**config.mk**
```make
export PLATFORM = sky130hd
export DESIGN_NAME = bca_config_regs
export DESIGN_NICKNAME = d
export VERILOG_FILES = /design/src/bca_pkg.sv /design/src/bca_decode.sv /design/src/bca_entry.sv /design/src/bca_config_regs.sv
export SDC_FILE = /design/constraint.sdc
export NUM_CORES = 1
export LEC_CHECK = 0
export BUFFER_PORTS_ARGS = -buffer_cell sky130_fd_sc_hd__buf_4
export CAP_MARGIN = 20
export CORE_AREA = 2 2 92 94
export CTS_BUF_LIST = sky130_fd_sc_hd__clkbuf_2 sky130_fd_sc_hd__clkbuf_4 sky130_fd_sc_hd__clkbuf_8
export CTS_CLUSTER_DIAMETER = 120
export DETAILED_ROUTE_END_ITERATION = 10
export DIE_AREA = 0 0 94 96
export HOLD_SLACK_MARGIN = 0.08
export PLACE_DENSITY_LB_ADDON = 0.3
export RECOVER_POWER = 25
export SETUP_SLACK_MARGIN = 0.15
export SYNTH_ARGS = -nofsm -noshare
export SYNTH_HDL_FRONTEND = slang
export SYNTH_SLANG_ARGS = --single-unit
```
**constraint.sdc**
```tcl
create_clock -name i_clk -period 3.71 [get_ports i_clk]
set_clock_uncertainty 0.05 [all_clocks]
set_input_delay 0.371 -clock i_clk [delete_from_list [all_inputs] [get_ports i_clk]]
set_output_delay 0.371 -clock i_clk [all_outputs]
set_load 0.05 [all_outputs]
```
**src/bca_pkg.sv**
```systemverilog
// Purpose : Shared constants and carriers for the bytecode accelerator config registers
// Assumes : Coprocessor transfers arrive as one-cycle requests on the core clock
// Notes   : Register selection follows the coprocessor opcode fields
`default_nettype none
package bca_pkg;

   // ==========================================================
   // Coprocessor selection
   localparam logic [3:0]  CP_NUM        = 4'hE;
   localparam logic [2:0]  CP_OP1        = 3'h7;
   localparam logic [3:0]  CRN_MAIN      = 4'h2;
   localparam logic [3:0]  CRN_PARAMS    = 4'h3;
   localparam logic [3:0]  CRM_SEL       = 4'h0;
   localparam logic [2:0]  CP_OP2        = 3'h0;

   // ==========================================================
   // Main config fields
   localparam int          MC_ARRAY_BIT  = 31;
   localparam int          MC_FLOAT_BIT  = 30;
   localparam int          MC_APTR_BIT   = 29;
   localparam int          MC_OPTR_BIT   = 28;
   localparam int          MC_IDX_BIT    = 27;
   localparam int          MC_SPTR_BIT   = 26;
   localparam int          MC_EN_BIT     = 0;
   localparam logic [31:0] MC_WR_MASK    = 32'hBC000001;
   localparam logic [31:0] MC_RESET      = 32'h00000000;

   // ==========================================================
   // Parameter fields
   localparam logic [31:0] PR_WR_MASK    = 32'h003FFFFF;
   localparam logic [31:0] PR_RESET      = 32'h00000000;
   localparam int          PR_BSH_LSB    = 17;
   localparam int          PR_DSC_LSB    = 12;
   localparam int          PR_ARO_LSB    = 8;
   localparam int          PR_STO_LSB    = 4;
   localparam int          PR_ODO_LSB    = 0;

   // ==========================================================
   // Carriers
   typedef struct packed {
      logic        valid;
      logic        write;
      logic        privileged;
      logic [3:0]  cp_num;
      logic [2:0]  op1;
      logic [3:0]  crn;
      logic [3:0]  crm;
      logic [2:0]  op2;
      logic [31:0] wdata;
   } bca_req_s;

   typedef struct packed {
      logic        array_ops_to_handlers;
      logic        float_via_coprocessor;
      logic        array_pointer_mode;
      logic        object_ref_pointer;
      logic        field_index_wide;
      logic        static_ref_pointer;
      logic        hw_accel_enable;
      logic [4:0]  bound_count_shift;
      logic [4:0]  descriptor_word_offset;
      logic [3:0]  array_data_offset;
      logic [3:0]  static_field_offset;
      logic [3:0]  object_field_offset;
   } bca_cfg_s;

   typedef enum logic [1:0] {
      MODE_NONE,
      MODE_EXCHANGE,
      MODE_BYTECODE,
      MODE_DISABLED_EXC
   } bca_entry_e;

endpackage : bca_pkg
`default_nettype wire

```
**src/bca_decode.sv**
```systemverilog
// Purpose : Decodes a coprocessor transfer into register selects
// Assumes : Request fields are stable while valid
// Notes   : Combinational
`timescale 1ns/10ps
`default_nettype none
module bca_decode (
   input  wire bca_pkg::bca_req_s i_req,
   output logic                   o_sel_main,
   output logic                   o_sel_params,
   output logic                   o_undef
);
   import bca_pkg::*;
   logic hit;
   always_comb begin
      hit = i_req.valid && i_req.cp_num == CP_NUM && i_req.op1 == CP_OP1 &&
            i_req.crm == CRM_SEL && i_req.op2 == CP_OP2;
      o_sel_main   = hit && i_req.privileged && i_req.crn == CRN_MAIN;
      o_sel_params = hit && i_req.privileged && i_req.crn == CRN_PARAMS;
      o_undef      = hit && !i_req.privileged &&
                     (i_req.crn == CRN_MAIN || i_req.crn == CRN_PARAMS);
   end
endmodule : bca_decode
`default_nettype wire

```
**src/bca_entry.sv**
```systemverilog
// Purpose : Resolves bytecode-entry requests against the enable bit
// Assumes : One request per cycle
// Notes   : Registered result
`timescale 1ns/10ps
`default_nettype none
module bca_entry (
   input  wire logic                i_clk,
   input  wire logic                i_reset,
   input  wire logic                i_enable,
   input  wire logic                i_branch_enter_bytecode,
   input  wire logic                i_set_status_flag,
   output var  bca_pkg::bca_entry_e o_result
);
   import bca_pkg::*;
   bca_entry_e state;
   bca_entry_e next_state;
   always_comb begin
      next_state = MODE_NONE;
      if (i_enable && (i_branch_enter_bytecode || i_set_status_flag)) begin
         next_state = MODE_BYTECODE;
      end else if (!i_enable && i_set_status_flag) begin
         next_state = MODE_DISABLED_EXC;
      end else if (!i_enable && i_branch_enter_bytecode) begin
         next_state = MODE_EXCHANGE;
      end
   end
   always_ff @(posedge i_clk or posedge i_reset) begin
      if (i_reset) begin
         state <= MODE_NONE;
      end else begin
         state <= next_state;
      end
   end
   assign o_result = state;
endmodule : bca_entry
`default_nettype wire

```
**src/bca_config_regs.sv**
```systemverilog
// Purpose : Main configuration and parameter registers of the bytecode accelerator
// Assumes : Transfers are one-cycle requests; read data returns next cycle
// Notes   : Config outputs update only outside bytecode execution
`timescale 1ns/10ps
`default_nettype none
module bca_config_regs (
   input  wire logic                i_clk,
   input  wire logic                i_reset,
   input  wire bca_pkg::bca_req_s   i_req,
   input  wire logic                i_bytecode_active,
   input  wire logic                i_branch_enter_bytecode,
   input  wire logic                i_set_status_flag,
   output logic [31:0]              o_rdata,
   output logic                     o_rvalid,
   output logic                     o_undef,
   output bca_pkg::bca_cfg_s        o_cfg,
   output bca_pkg::bca_entry_e      o_entry
);
   import bca_pkg::*;

   // ==========================================================
   // State
   typedef struct packed {
      logic [31:0] main_cfg;
      logic [31:0] params;
      logic [31:0] rdata;
      logic        rvalid;
      logic        undef;
      bca_cfg_s    cfg;
   } bca_state_s;

   bca_state_s st;
   bca_state_s next_st;
   logic       sel_main;
   logic       sel_params;
   logic       undef_req;
   logic       enable_live;

   bca_decode u_decode (
      .i_req        (i_req),
      .o_sel_main   (sel_main),
      .o_sel_params (sel_params),
      .o_undef      (undef_req)
   );

   bca_entry u_entry (
      .i_clk                   (i_clk),
      .i_reset                 (i_reset),
      .i_enable                (enable_live),
      .i_branch_enter_bytecode (i_branch_enter_bytecode),
      .i_set_status_flag       (i_set_status_flag),
      .o_result                (o_entry)
   );

   assign enable_live = st.cfg.hw_accel_enable;

   // ==========================================================
   // Next state
   always_comb begin
      next_st        = st;
      next_st.rvalid = 1'b0;
      next_st.undef  = undef_req;
      if (sel_main && i_req.write) begin
         next_st.main_cfg = i_req.wdata & MC_WR_MASK;
      end
      if (sel_params && i_req.write) begin
         next_st.params = i_req.wdata & PR_WR_MASK;
      end
      if ((sel_main || sel_params) && !i_req.write) begin
         next_st.rvalid = 1'b1;
         next_st.rdata  = sel_main ? st.main_cfg : st.params;
      end
      if (!i_bytecode_active) begin
         next_st.cfg.array_ops_to_handlers  = next_st.main_cfg[MC_ARRAY_BIT];
         next_st.cfg.float_via_coprocessor  = next_st.main_cfg[MC_FLOAT_BIT];
         next_st.cfg.array_pointer_mode     = next_st.main_cfg[MC_APTR_BIT];
         next_st.cfg.object_ref_pointer     = next_st.main_cfg[MC_OPTR_BIT];
         next_st.cfg.field_index_wide       = next_st.main_cfg[MC_IDX_BIT];
         next_st.cfg.static_ref_pointer     = next_st.main_cfg[MC_SPTR_BIT];
         next_st.cfg.hw_accel_enable        = next_st.main_cfg[MC_EN_BIT];
         next_st.cfg.bound_count_shift      = next_st.params[PR_BSH_LSB +: 5];
         next_st.cfg.descriptor_word_offset = next_st.params[PR_DSC_LSB +: 5];
         next_st.cfg.array_data_offset      = next_st.params[PR_ARO_LSB +: 4];
         next_st.cfg.static_field_offset    = next_st.params[PR_STO_LSB +: 4];
         next_st.cfg.object_field_offset    = next_st.params[PR_ODO_LSB +: 4];
      end
   end

   always_ff @(posedge i_clk or posedge i_reset) begin
      if (i_reset) begin
         st          <= '0;
         st.main_cfg <= MC_RESET;
         st.params   <= PR_RESET;
      end else begin
         st <= next_st;
      end
   end

   assign o_rdata  = st.rdata;
   assign o_rvalid = st.rvalid;
   assign o_undef  = st.undef;
   assign o_cfg    = st.cfg;

   // ==========================================================
   // Assertions
   // float bit never set
   property p_float_zero;
      @(posedge i_clk) disable iff (i_reset)
         !st.main_cfg[MC_FLOAT_BIT] && !o_cfg.float_via_coprocessor;
   endproperty
   a_float_zero: assert property (p_float_zero) else $error("float bit set");

   property p_reserved_zero;
      @(posedge i_clk) disable iff (i_reset)
         (st.main_cfg & ~MC_WR_MASK) == 32'h0 && (st.params & ~PR_WR_MASK) == 32'h0;
   endproperty
   a_reserved_zero: assert property (p_reserved_zero) else $error("reserved bits set");

   property p_user_undef;
      @(posedge i_clk) disable iff (i_reset)
         (i_req.valid && !i_req.privileged && i_req.cp_num == CP_NUM && i_req.op1 == CP_OP1
          && i_req.crn == CRN_MAIN && i_req.crm == CRM_SEL && i_req.op2 == CP_OP2)
         |=> o_undef && !o_rvalid;
   endproperty
   a_user_undef: assert property (p_user_undef) else $error("user access not trapped");

   property p_user_no_write;
      @(posedge i_clk) disable iff (i_reset)
         (i_req.valid && !i_req.privileged) |=> $stable(st.main_cfg) && $stable(st.params);
   endproperty
   a_user_no_write: assert property (p_user_no_write) else $error("user write landed");

   property p_main_write;
      @(posedge i_clk) disable iff (i_reset)
         (sel_main && i_req.write) |=> st.main_cfg == ($past(i_req.wdata) & MC_WR_MASK);
   endproperty
   a_main_write: assert property (p_main_write) else $error("main write lost");

   property p_params_read;
      @(posedge i_clk) disable iff (i_reset)
         (sel_params && !i_req.write) |=> o_rvalid && o_rdata == $past(st.params);
   endproperty
   a_params_read: assert property (p_params_read) else $error("params read wrong");

   property p_hold_active;
      @(posedge i_clk) disable iff (i_reset) i_bytecode_active |=> $stable(o_cfg);
   endproperty
   a_hold_active: assert property (p_hold_active) else $error("cfg changed mid-run");

   property p_array_follow;
      @(posedge i_clk) disable iff (i_reset)
         !i_bytecode_active |=> o_cfg.array_ops_to_handlers == st.main_cfg[MC_ARRAY_BIT]
            && o_cfg.array_pointer_mode == st.main_cfg[MC_APTR_BIT];
   endproperty
   a_array_follow: assert property (p_array_follow) else $error("array cfg stale");

   property p_offsets;
      @(posedge i_clk) disable iff (i_reset)
         !i_bytecode_active |=> o_cfg.descriptor_word_offset == st.params[16:12]
            && o_cfg.bound_count_shift == st.params[21:17]
            && o_cfg.object_field_offset == st.params[3:0];
   endproperty
   a_offsets: assert property (p_offsets) else $error("offset fields stale");

   property p_disabled_trap;
      @(posedge i_clk) disable iff (i_reset)
         (!o_cfg.hw_accel_enable && i_set_status_flag) |=> o_entry == MODE_DISABLED_EXC;
   endproperty
   a_disabled_trap: assert property (p_disabled_trap) else $error("no disabled trap");

   property p_enabled_entry;
      @(posedge i_clk) disable iff (i_reset)
         (o_cfg.hw_accel_enable && i_branch_enter_bytecode) |=> o_entry == MODE_BYTECODE;
   endproperty
   a_enabled_entry: assert property (p_enabled_entry) else $error("no bytecode entry");

   property p_obj_follow;
      @(posedge i_clk) disable iff (i_reset)
         !i_bytecode_active |=> o_cfg.object_ref_pointer == st.main_cfg[MC_OPTR_BIT];
   endproperty
   a_obj_follow: assert property (p_obj_follow) else $error("object mode stale");

   property p_idx_follow;
      @(posedge i_clk) disable iff (i_reset)
         !i_bytecode_active |=> o_cfg.field_index_wide == st.main_cfg[MC_IDX_BIT];
   endproperty
   a_idx_follow: assert property (p_idx_follow) else $error("index width stale");

   property p_static_follow;
      @(posedge i_clk) disable iff (i_reset)
         !i_bytecode_active |=> o_cfg.static_ref_pointer == st.main_cfg[MC_SPTR_BIT];
   endproperty
   a_static_follow: assert property (p_static_follow) else $error("static mode stale");

   property p_enable_follow;
      @(posedge i_clk) disable iff (i_reset)
         !i_bytecode_active |=> o_cfg.hw_accel_enable == st.main_cfg[MC_EN_BIT];
   endproperty
   a_enable_follow: assert property (p_enable_follow) else $error("enable stale");

   property p_array_data;
      @(posedge i_clk) disable iff (i_reset)
         !i_bytecode_active |=> o_cfg.array_data_offset == st.params[11:8];
   endproperty
   a_array_data: assert property (p_array_data) else $error("array offset stale");

   property p_static_off;
      @(posedge i_clk) disable iff (i_reset)
         !i_bytecode_active |=> o_cfg.static_field_offset == st.params[7:4];
   endproperty
   a_static_off: assert property (p_static_off) else $error("static offset stale");

   property p_bound_shift;
      @(posedge i_clk) disable iff (i_reset)
         !i_bytecode_active |=> o_cfg.bound_count_shift == st.params[21:17];
   endproperty
   a_bound_shift: assert property (p_bound_shift) else $error("bound shift stale");

   property p_params_write;
      @(posedge i_clk) disable iff (i_reset)
         (sel_params && i_req.write) |=> st.params == ($past(i_req.wdata) & PR_WR_MASK);
   endproperty
   a_params_write: assert property (p_params_write) else $error("params write lost");

   property p_main_read;
      @(posedge i_clk) disable iff (i_reset)
         (sel_main && !i_req.write) |=> o_rvalid && o_rdata == $past(st.main_cfg);
   endproperty
   a_main_read: assert property (p_main_read) else $error("main read wrong");

   property p_no_stray_read;
      @(posedge i_clk) disable iff (i_reset)
         !((sel_main || sel_params) && !i_req.write) |=> !o_rvalid;
   endproperty
   a_no_stray_read: assert property (p_no_stray_read) else $error("stray read answer");

   property p_rdata_hold;
      @(posedge i_clk) disable iff (i_reset)
         !((sel_main || sel_params) && !i_req.write) |=> $stable(o_rdata);
   endproperty
   a_rdata_hold: assert property (p_rdata_hold) else $error("read data moved");

   property p_user_undef_params;
      @(posedge i_clk) disable iff (i_reset)
         (i_req.valid && !i_req.privileged && i_req.cp_num == CP_NUM && i_req.op1 == CP_OP1
          && i_req.crn == CRN_PARAMS && i_req.crm == CRM_SEL && i_req.op2 == CP_OP2)
         |=> o_undef && !o_rvalid;
   endproperty
   a_user_undef_params: assert property (p_user_undef_params) else $error("user params open");

   property p_undef_pulse;
      @(posedge i_clk) disable iff (i_reset)
         !undef_req |=> !o_undef;
   endproperty
   a_undef_pulse: assert property (p_undef_pulse) else $error("stray undef");

   property p_disabled_branch;
      @(posedge i_clk) disable iff (i_reset)
         (!o_cfg.hw_accel_enable && i_branch_enter_bytecode && !i_set_status_flag)
            |=> o_entry == MODE_EXCHANGE;
   endproperty
   a_disabled_branch: assert property (p_disabled_branch) else $error("no exchange");

   property p_enabled_flag;
      @(posedge i_clk) disable iff (i_reset)
         (o_cfg.hw_accel_enable && i_set_status_flag) |=> o_entry == MODE_BYTECODE;
   endproperty
   a_enabled_flag: assert property (p_enabled_flag) else $error("flag did not enter");

   property p_entry_idle;
      @(posedge i_clk) disable iff (i_reset)
         (!i_branch_enter_bytecode && !i_set_status_flag) |=> o_entry == MODE_NONE;
   endproperty
   a_entry_idle: assert property (p_entry_idle) else $error("stray entry result");

   c_main_write: cover property (@(posedge i_clk) sel_main && i_req.write);
   c_params_read: cover property (@(posedge i_clk) sel_params && !i_req.write);
   c_user_trap: cover property (@(posedge i_clk) undef_req);
   c_entry: cover property (@(posedge i_clk) o_entry == MODE_BYTECODE);
   c_trap: cover property (@(posedge i_clk) o_entry == MODE_DISABLED_EXC);

endmodule : bca_config_regs
`default_nettype wire

```
== Yosys cells after proc, flatten, opt, wreduce, memory -nomap -nowiden ==
Index checks and enable logic that the tools add are counted.
Word-level totals
  flip-flop bits (word level): 94
  bits of input ports: 58
  output and inout bits: 65
  logic and storage cells: 52
Cells by class
  eq/ne operators: 4
  multiplexer cells: 7
  reduce and logical (&&, ||, !) cells: 23
Operators by type and width (number)
  two-way mux 32 bit: 2
  two-way mux 22 bit: 1
  logical AND 1 bit: 15
  == test 4 x 2 -> 1 bit (second input constant): 2
  == test 4 bit (second input constant): 1
  zero test 4 bit: 1
  two-way mux 2 bit: 2
  == test 3 bit (second input constant): 1
  zero test 1 bit: 3
  zero test 3 bit: 1
  logical OR 1 bit: 3
  two-way mux 1 bit: 2

== Logic depth before layout (Yosys ltp) ==
Gate-level depths: netlist (run 1).
  depth in word-level cells: 10
  depth in mapped cells: 6
  gate-level depth less buffers: 4

== Modules after synthesis ==
From an unflattened synthesis (run 1), not the netlist that was laid out.
Second synthesis, totals
  cells, all modules: 321
  area, all modules: 4041.4 µm²
By module, submodules not included
  bca_config_regs: times used 1, cells each 305, area an instance 3888.7 µm², sequential area each 2202.1 µm²
  bca_decode: times used 1, cells each 11, area an instance 80.1 µm², sequential area each 0.0 µm²
  bca_entry: times used 1, cells each 5, area an instance 72.6 µm², sequential area each 50.0 µm²

== Worst setup path after synthesis (run 1) ==
No wires, ideal clock.
  path kind: input to register
  from: input i_req[39] in the netlist's numbering
  to: register st, in the netlist o_rdata[11]
  setup time: 125 ps
  data arrival time: 1575 ps
  data required time: 3535 ps
  setup slack: 1961 ps
  cell stages on the path: 5
  buffers on the path: 2
  cells stage by stage: nor4b_1 -> clkbuf_2 -> buf_4 -> and2b_1 -> mux2_2
On the way
  longest elaborated chain between the ends: 4
  elaborated cells on any way between the ends: 7
  classes of those cells: eq/ne (2); mux (1); reduce/logical (4)
Ends and longest elaborated chain
  start: declaration: line bca_config_regs.sv:9  | input wire bca_pkg::bca_req_s i_req,
  == test 4 x 2 -> 1 bit, on equally long branches: line bca_decode.sv:17, bca_decode.sv:18
  logical AND 1 bit, on equally long branches: line bca_decode.sv:17, bca_decode.sv:18
  logical OR 1 bit: line bca_config_regs.sv:69  | if ((sel_main || sel_params) && !i_req.write) begin
  logical AND 1 bit: line bca_config_regs.sv:69
  end signal: assignment: line bca_config_regs.sv:95  | st <= next_st;
  end: declaration: line bca_config_regs.sv:32  | bca_state_s st;
Several ways; a longest one is shown, not always the timed one.
A chain may end at the register's enable or synchronous reset.

==> results of run 1 <==
==> final cells by class <==
cell class | count | area (um2)
clock buffers | 12 | 152.6
clock inverters | 4 | 51.30
fillers | 710 | 3177
inverters | 9 | 33.78
multi-input cells | 226 | 1375
flip-flops and latches | 90 | 2252
well taps | 105 | 131.4
repair buffers | 117 | 878.3
==> per-stage QoR <==
stage / setup WS [ns] / std cells
global route: 0.8404 / 563
finish: 1.365 / 563
detailed placement: 1.256 / 547
CTS: 1.623 / 563
global placement: 1.264 / 547
floorplan: 0.9537 / 407
==> cells by family after synthesis <==
kind of cell	after synthesis	share of synthesized area, %
simple gates	134	16.51
buf+inv	91	14.32
flops	90	53.46
compound gates	59	8.049
mux	29	7.574
other cells	1	0.08901
==> power groups by stage <==
stage	clock network [uW]	logic [uW]	registers, uW
floorplan	0	173	1040
global placement	0	240	1030
detailed placement	0	243	1040
CTS	691	243	1020
global route	736	257	1020
finish	678	239	1020
==> worst paths after layout <==
check | end | slack [ns] | cells after the start
min | u_entry.o_result[1] | 0.16 | 2
max in group i_clk | o_cfg[28] | 1.61 | 6
min in group asynchronous | o_cfg[10] | 0.82 | 2
max reg2reg | o_cfg[27] | 2.70 | 2
max | st[68] | 1.36 | 3
min reg2reg | u_entry.o_result[0] | 0.44 | 1
==> per-layer routing <==
layer,wire length [um],GRT usage (%),vias to the layer above
met2,4240,32.80,106
met3,628,5.560,9
li1,-,-,1403
met4,76,5.435,0
met1,3837,27.59,1480
met5,0,0,-
==> synthesized netlist by cell type (2+ instances only) <==
cell type,number
and4b_1,2
clkbuf_1,13
nand2_1,36
nor2_1,32
mux2_2,23
dfrtp_1,90
inv_1,9
and2b_1,2
buf_4,65
nand4_1,2
nor3b_2,2
nand3_1,29
mux2i_1,6
o21ai_0,23
o21ai_1,5
nor2b_1,21
buf_6,2
and2_1,2
a31oi_1,28
==> registers in the layout, indices dropped and copies added (netlist names) <==
signal            flops
u_entry.o_result      2
enable_live           1
o_rvalid              1
o_undef               1
st                   29
o_cfg                28
o_rdata              28
==> worst max-delay path: cells and delay by family <==
kind,cells,cell delay (ns)
buffers and inverters,3,2.35
==> qor.csv, run 1 <==
metric;value;unit
Routed WL;8783;um
Internal Power;1429;uW
RSZ-0062 raised after global routing;false;
antenna-violating nets left;0;
Cell Area, Synth;0.004213;mm2
synthesized instance count;404;
Placer Congestion;0.7245;
Leakage Power;0.002640;uW
EDFF count, synth;0;
Worst Setup SP;i_reset;
Clk Latency, worst-skew pair;0.35;ns
global-route usage over all layers;20.39;%
Clock Pin Slew Worst Setup and Hold Paths;0.09;ns
register area share after synthesis;53.46;%
Setup TNS;0;ns
First DRT Iteration DRCs;147;
# DRC;0;
routed vias;2998;
cts bufs inserted;9;
area leader, netlist;dfrtp_1;
HP Start;i_set_status_flag;
clk root buf;clkbuf_8;
layout cells sized above 1;35.59;%
crit path max-delay cell type;inv_1;
period utilization;63.22;%
Pre-antenna DRT Iters;4;
commonest non-fill, non-tap cells in the layout;buf_4, dfrtp_1, nand2_1;
Async SR Flop Fraction;100.0;%
CP max FO;67;
post-CTS setup buffers;0;
wire length per cell;15.60;um
Comb power frac;12.4;%
Final Core Density;60.54;%
Placed Instance Area;0.004673;mm2
crit-path max cell delay;1.69;ns
total gr overflow;0;
TritonCTS clock tree;built;
commonest non-fill, non-tap cell in the layout;buf_4;
Switching Fraction;26.09;%
initial antenna violation count;0;
vias in the first global route;2912;
die area;0.009024;mm2
first-pass GRT wire length;14160;um
width of the chip;94;um
final hold vios;0;
CP Launch Type;input port;
top cells by area, synth;dfrtp_1, buf_4, mux2_2;
Synth Flop Type;dfrtp_1;
chip height;96;um
outcome;finished with violations;
FF-to-FF Start;st[125];
worst hold slack;0.1627;ns
row cnt;33;
final instance area;0.004875;mm2
Setup CP Type;input port to asynchronous set/reset pin;
Total Nets Final;511;
required time of the critical path;4.16;ns
largest net degree at the start of global routing;68;
Core ar.;0.008051;mm2
slew margin rel.;-62.06;%
Avg Cell Area, Syn;10.43;um2
cell area power density;396.6;mW/mm2
Antenna Cells;0;
crit end category;asynchronous set/reset pin;
Port Buffer Count;113;
starting density of the core;52.32;%
HP Class;input port to flip-flop;
Layout area overhead;15.71;%
overall power;1933;uW
TritonCTS Sinks;90;
power share of the clock group;35.1;%
Hold Buf Count CTS;0;
Final Slew Violations;68;
post-synth cell types;31;
vias per inst;5.325;
CP arrival;2.79;ns
fin crit period;2.345;ns
Synth top area share;53.46;%
achievable clock frequency;426.4;MHz
worst slew pin tran;2.431;ns
Psw;504.5;uW
Synth Register Bits;90;
sequential share of power;52.6;%
CTS resizes;0;
max-cap viol count;1;
sequence of cells on the critical path;clkbuf_4, inv_1, buf_4;
Post-DP HPWL;5901;um
Final setup viols;0;
# IOs;123;
Max VDD drop;0.2055;mV
failing checks;capacitance limit, slew limit;
CTS Buffer Depth;2;
Syn. warnings;0;
H-tree levels;3;
(Power assumes the default switching activity.)
==> inputs of run 2 (changes only) <==
==> constraint.sdc (replaced) <==
create_clock -name i_clk -period 2.3 [get_ports i_clk]
set_clock_uncertainty 0.05 [all_clocks]
set_input_delay 0.23 -clock i_clk [delete_from_list [all_inputs] [get_ports i_clk]]
set_output_delay 0.23 -clock i_clk [all_outputs]
set_load 0.05 [all_outputs]
==> qor.csv, run 2 (same netlist as run 1, synthesis figures left out) <==
metric;value;unit
outcome;completed;
Leakage Power;0.002768;uW
chip height;96;um
TritonCTS clock tree;built;
Pre-antenna DRT Iters;5;
Setup TNS;0;ns
post-CTS setup buffers;0;
wire length per cell;15.21;um
final hold vios;0;
worst slew pin tran;1.106;ns
First DRT Iteration DRCs;193;
layout cells sized above 1;34.15;%
first-pass GRT wire length;14600;um
cell area power density;598.6;mW/mm2
Final Core Density;64.63;%
Final Slew Violations;0;
Hold Buf Count CTS;25;
# IOs;123;
commonest non-fill, non-tap cell in the layout;buf_4;
H-tree levels;3;
TritonCTS Sinks;90;
RSZ-0062 raised after global routing;false;
routed vias;3110;
achievable clock frequency;560.7;MHz
# DRC;0;
fin crit period;1.784;ns
global-route usage over all layers;21.09;%
sequential share of power;52.6;%
Clock Pin Slew Worst Setup and Hold Paths;0.09;ns
HP Class;input port to flip-flop;
Psw;826.6;uW
cts bufs inserted;9;
antenna-violating nets left;0;
initial antenna violation count;0;
CP arrival;1.97;ns
CTS resizes;0;
row cnt;33;
Layout area overhead;23.52;%
Comb power frac;13.8;%
starting density of the core;52.32;%
clk root buf;clkbuf_8;
power share of the clock group;33.6;%
Top reg by flops;st;
Max VDD drop;0.4114;mV
max reg flops;29;
Placer Congestion;0.7963;
Routed WL;9078;um
max-cap viol count;0;
crit end category;flip-flop;
vias per inst;5.209;
met2 Track Usage GR;34.23;%
period utilization;77.55;%
CP max FO;14;
final instance area;0.005204;mm2
Total Nets Final;546;
die area;0.009024;mm2
largest net degree at the start of global routing;40;
Setup CP Type;input port to flip-flop;
required time of the critical path;2.48;ns
total gr overflow;0;
CP Launch Type;input port;
Post-DP HPWL;6214;um
Placed Instance Area;0.004787;mm2
vias in the first global route;2996;
Core ar.;0.008051;mm2
width of the chip;94;um
Final setup viols;0;
CTS Buffer Depth;2;
met3 Resource Use GR;4.464;%
Clk Latency, worst-skew pair;0.35;ns
commonest non-fill, non-tap cells in the layout;buf_4, dfrtp_1, nand2_1;
Port Buffer Count;113;
slew margin rel.;25.84;%
Switching Fraction;26.53;%
grt met1 use;28.38;%
Internal Power;2288;uW
Most Crowded Layer GR;met2;
Antenna Cells;0;
==> run 2: cell types whose count changed in the layout (fill, tap and decap cells not counted), sizes merged <==
cell	previous run	this run
dlygate4sd3	0	25
inv	9	8
clkbuf	13	17
clkinv	2	3
buf	116	120
clkinvlp	1	2
==> run 2: power groups by stage <==
stage | Combinational [uW] | Clock, uW | Sequential (uW)
final | 430 | 1050 | 1640
after global routing | 461 | 1140 | 1640
after CTS | 439 | 1070 | 1640
after detailed placement | 405 | 0 | 1670
after global placement | 398 | 0 | 1670
after floorplan | 279 | 0 | 1670
==> run 2: worst paths after layout <==
kind | startpoint | cells after the start | end | slack [ns]
hold / removal | i_req[7] | 3 | st[70] | 0.09
min in group asynchronous | i_reset | 3 | o_rdata[26] | 0.59
hold reg to reg | enable_live | 1 | u_entry.o_result[0] | 0.44
setup / recovery | i_req[50] | 6 | o_rdata[0] | 0.52
max in group asynchronous | i_reset | 4 | o_rdata[4] | 0.80
setup reg to reg | enable_live | 2 | u_entry.o_result[1] | 1.00
==> run 2: critical path: stages <==
cell and delay, ns:
dlygate4sd3_1 0.52, clkbuf_1 0.25, nor2b_1 0.30, nand4_4 0.13, buf_4 0.23, mux2_2 0.30
==> run 2: final cells by class <==
type / instances / area (um2)
well taps: 105 / 131.4
multi-input cells: 226 / 1375
fillers: 662 / 2848
repair buffers: 152 / 1222
clock inverters: 5 / 56.30
inverters: 9 / 35.03
flip-flops and latches: 90 / 2252
clock buffers: 10 / 131.4
==> run 2: per-layer routing <==
layer  vias to the layer above  part of all wire [%]  routed length [um]
met5                         -                     0                   0
met4                         0                   1.2                 110
met3                        10                   7.0                 635
met2                       121                    48                4359
met1                      1503                    44                3973
li1                       1476                     -                   -
==> run 2: per-stage QoR <==
step	setup WS [ns]	total power (uW)	hold WS, ns	instances
global placement	0.4072	2069	0.2600	557
floorplan	0.6916	1952	0.2464	407
finish	0.5164	3115	0.09327	597
global route	0.3784	3246	0.08258	597
CTS	0.6667	3150	0.08297	597
detailed placement	0.3505	2074	0.2669	557
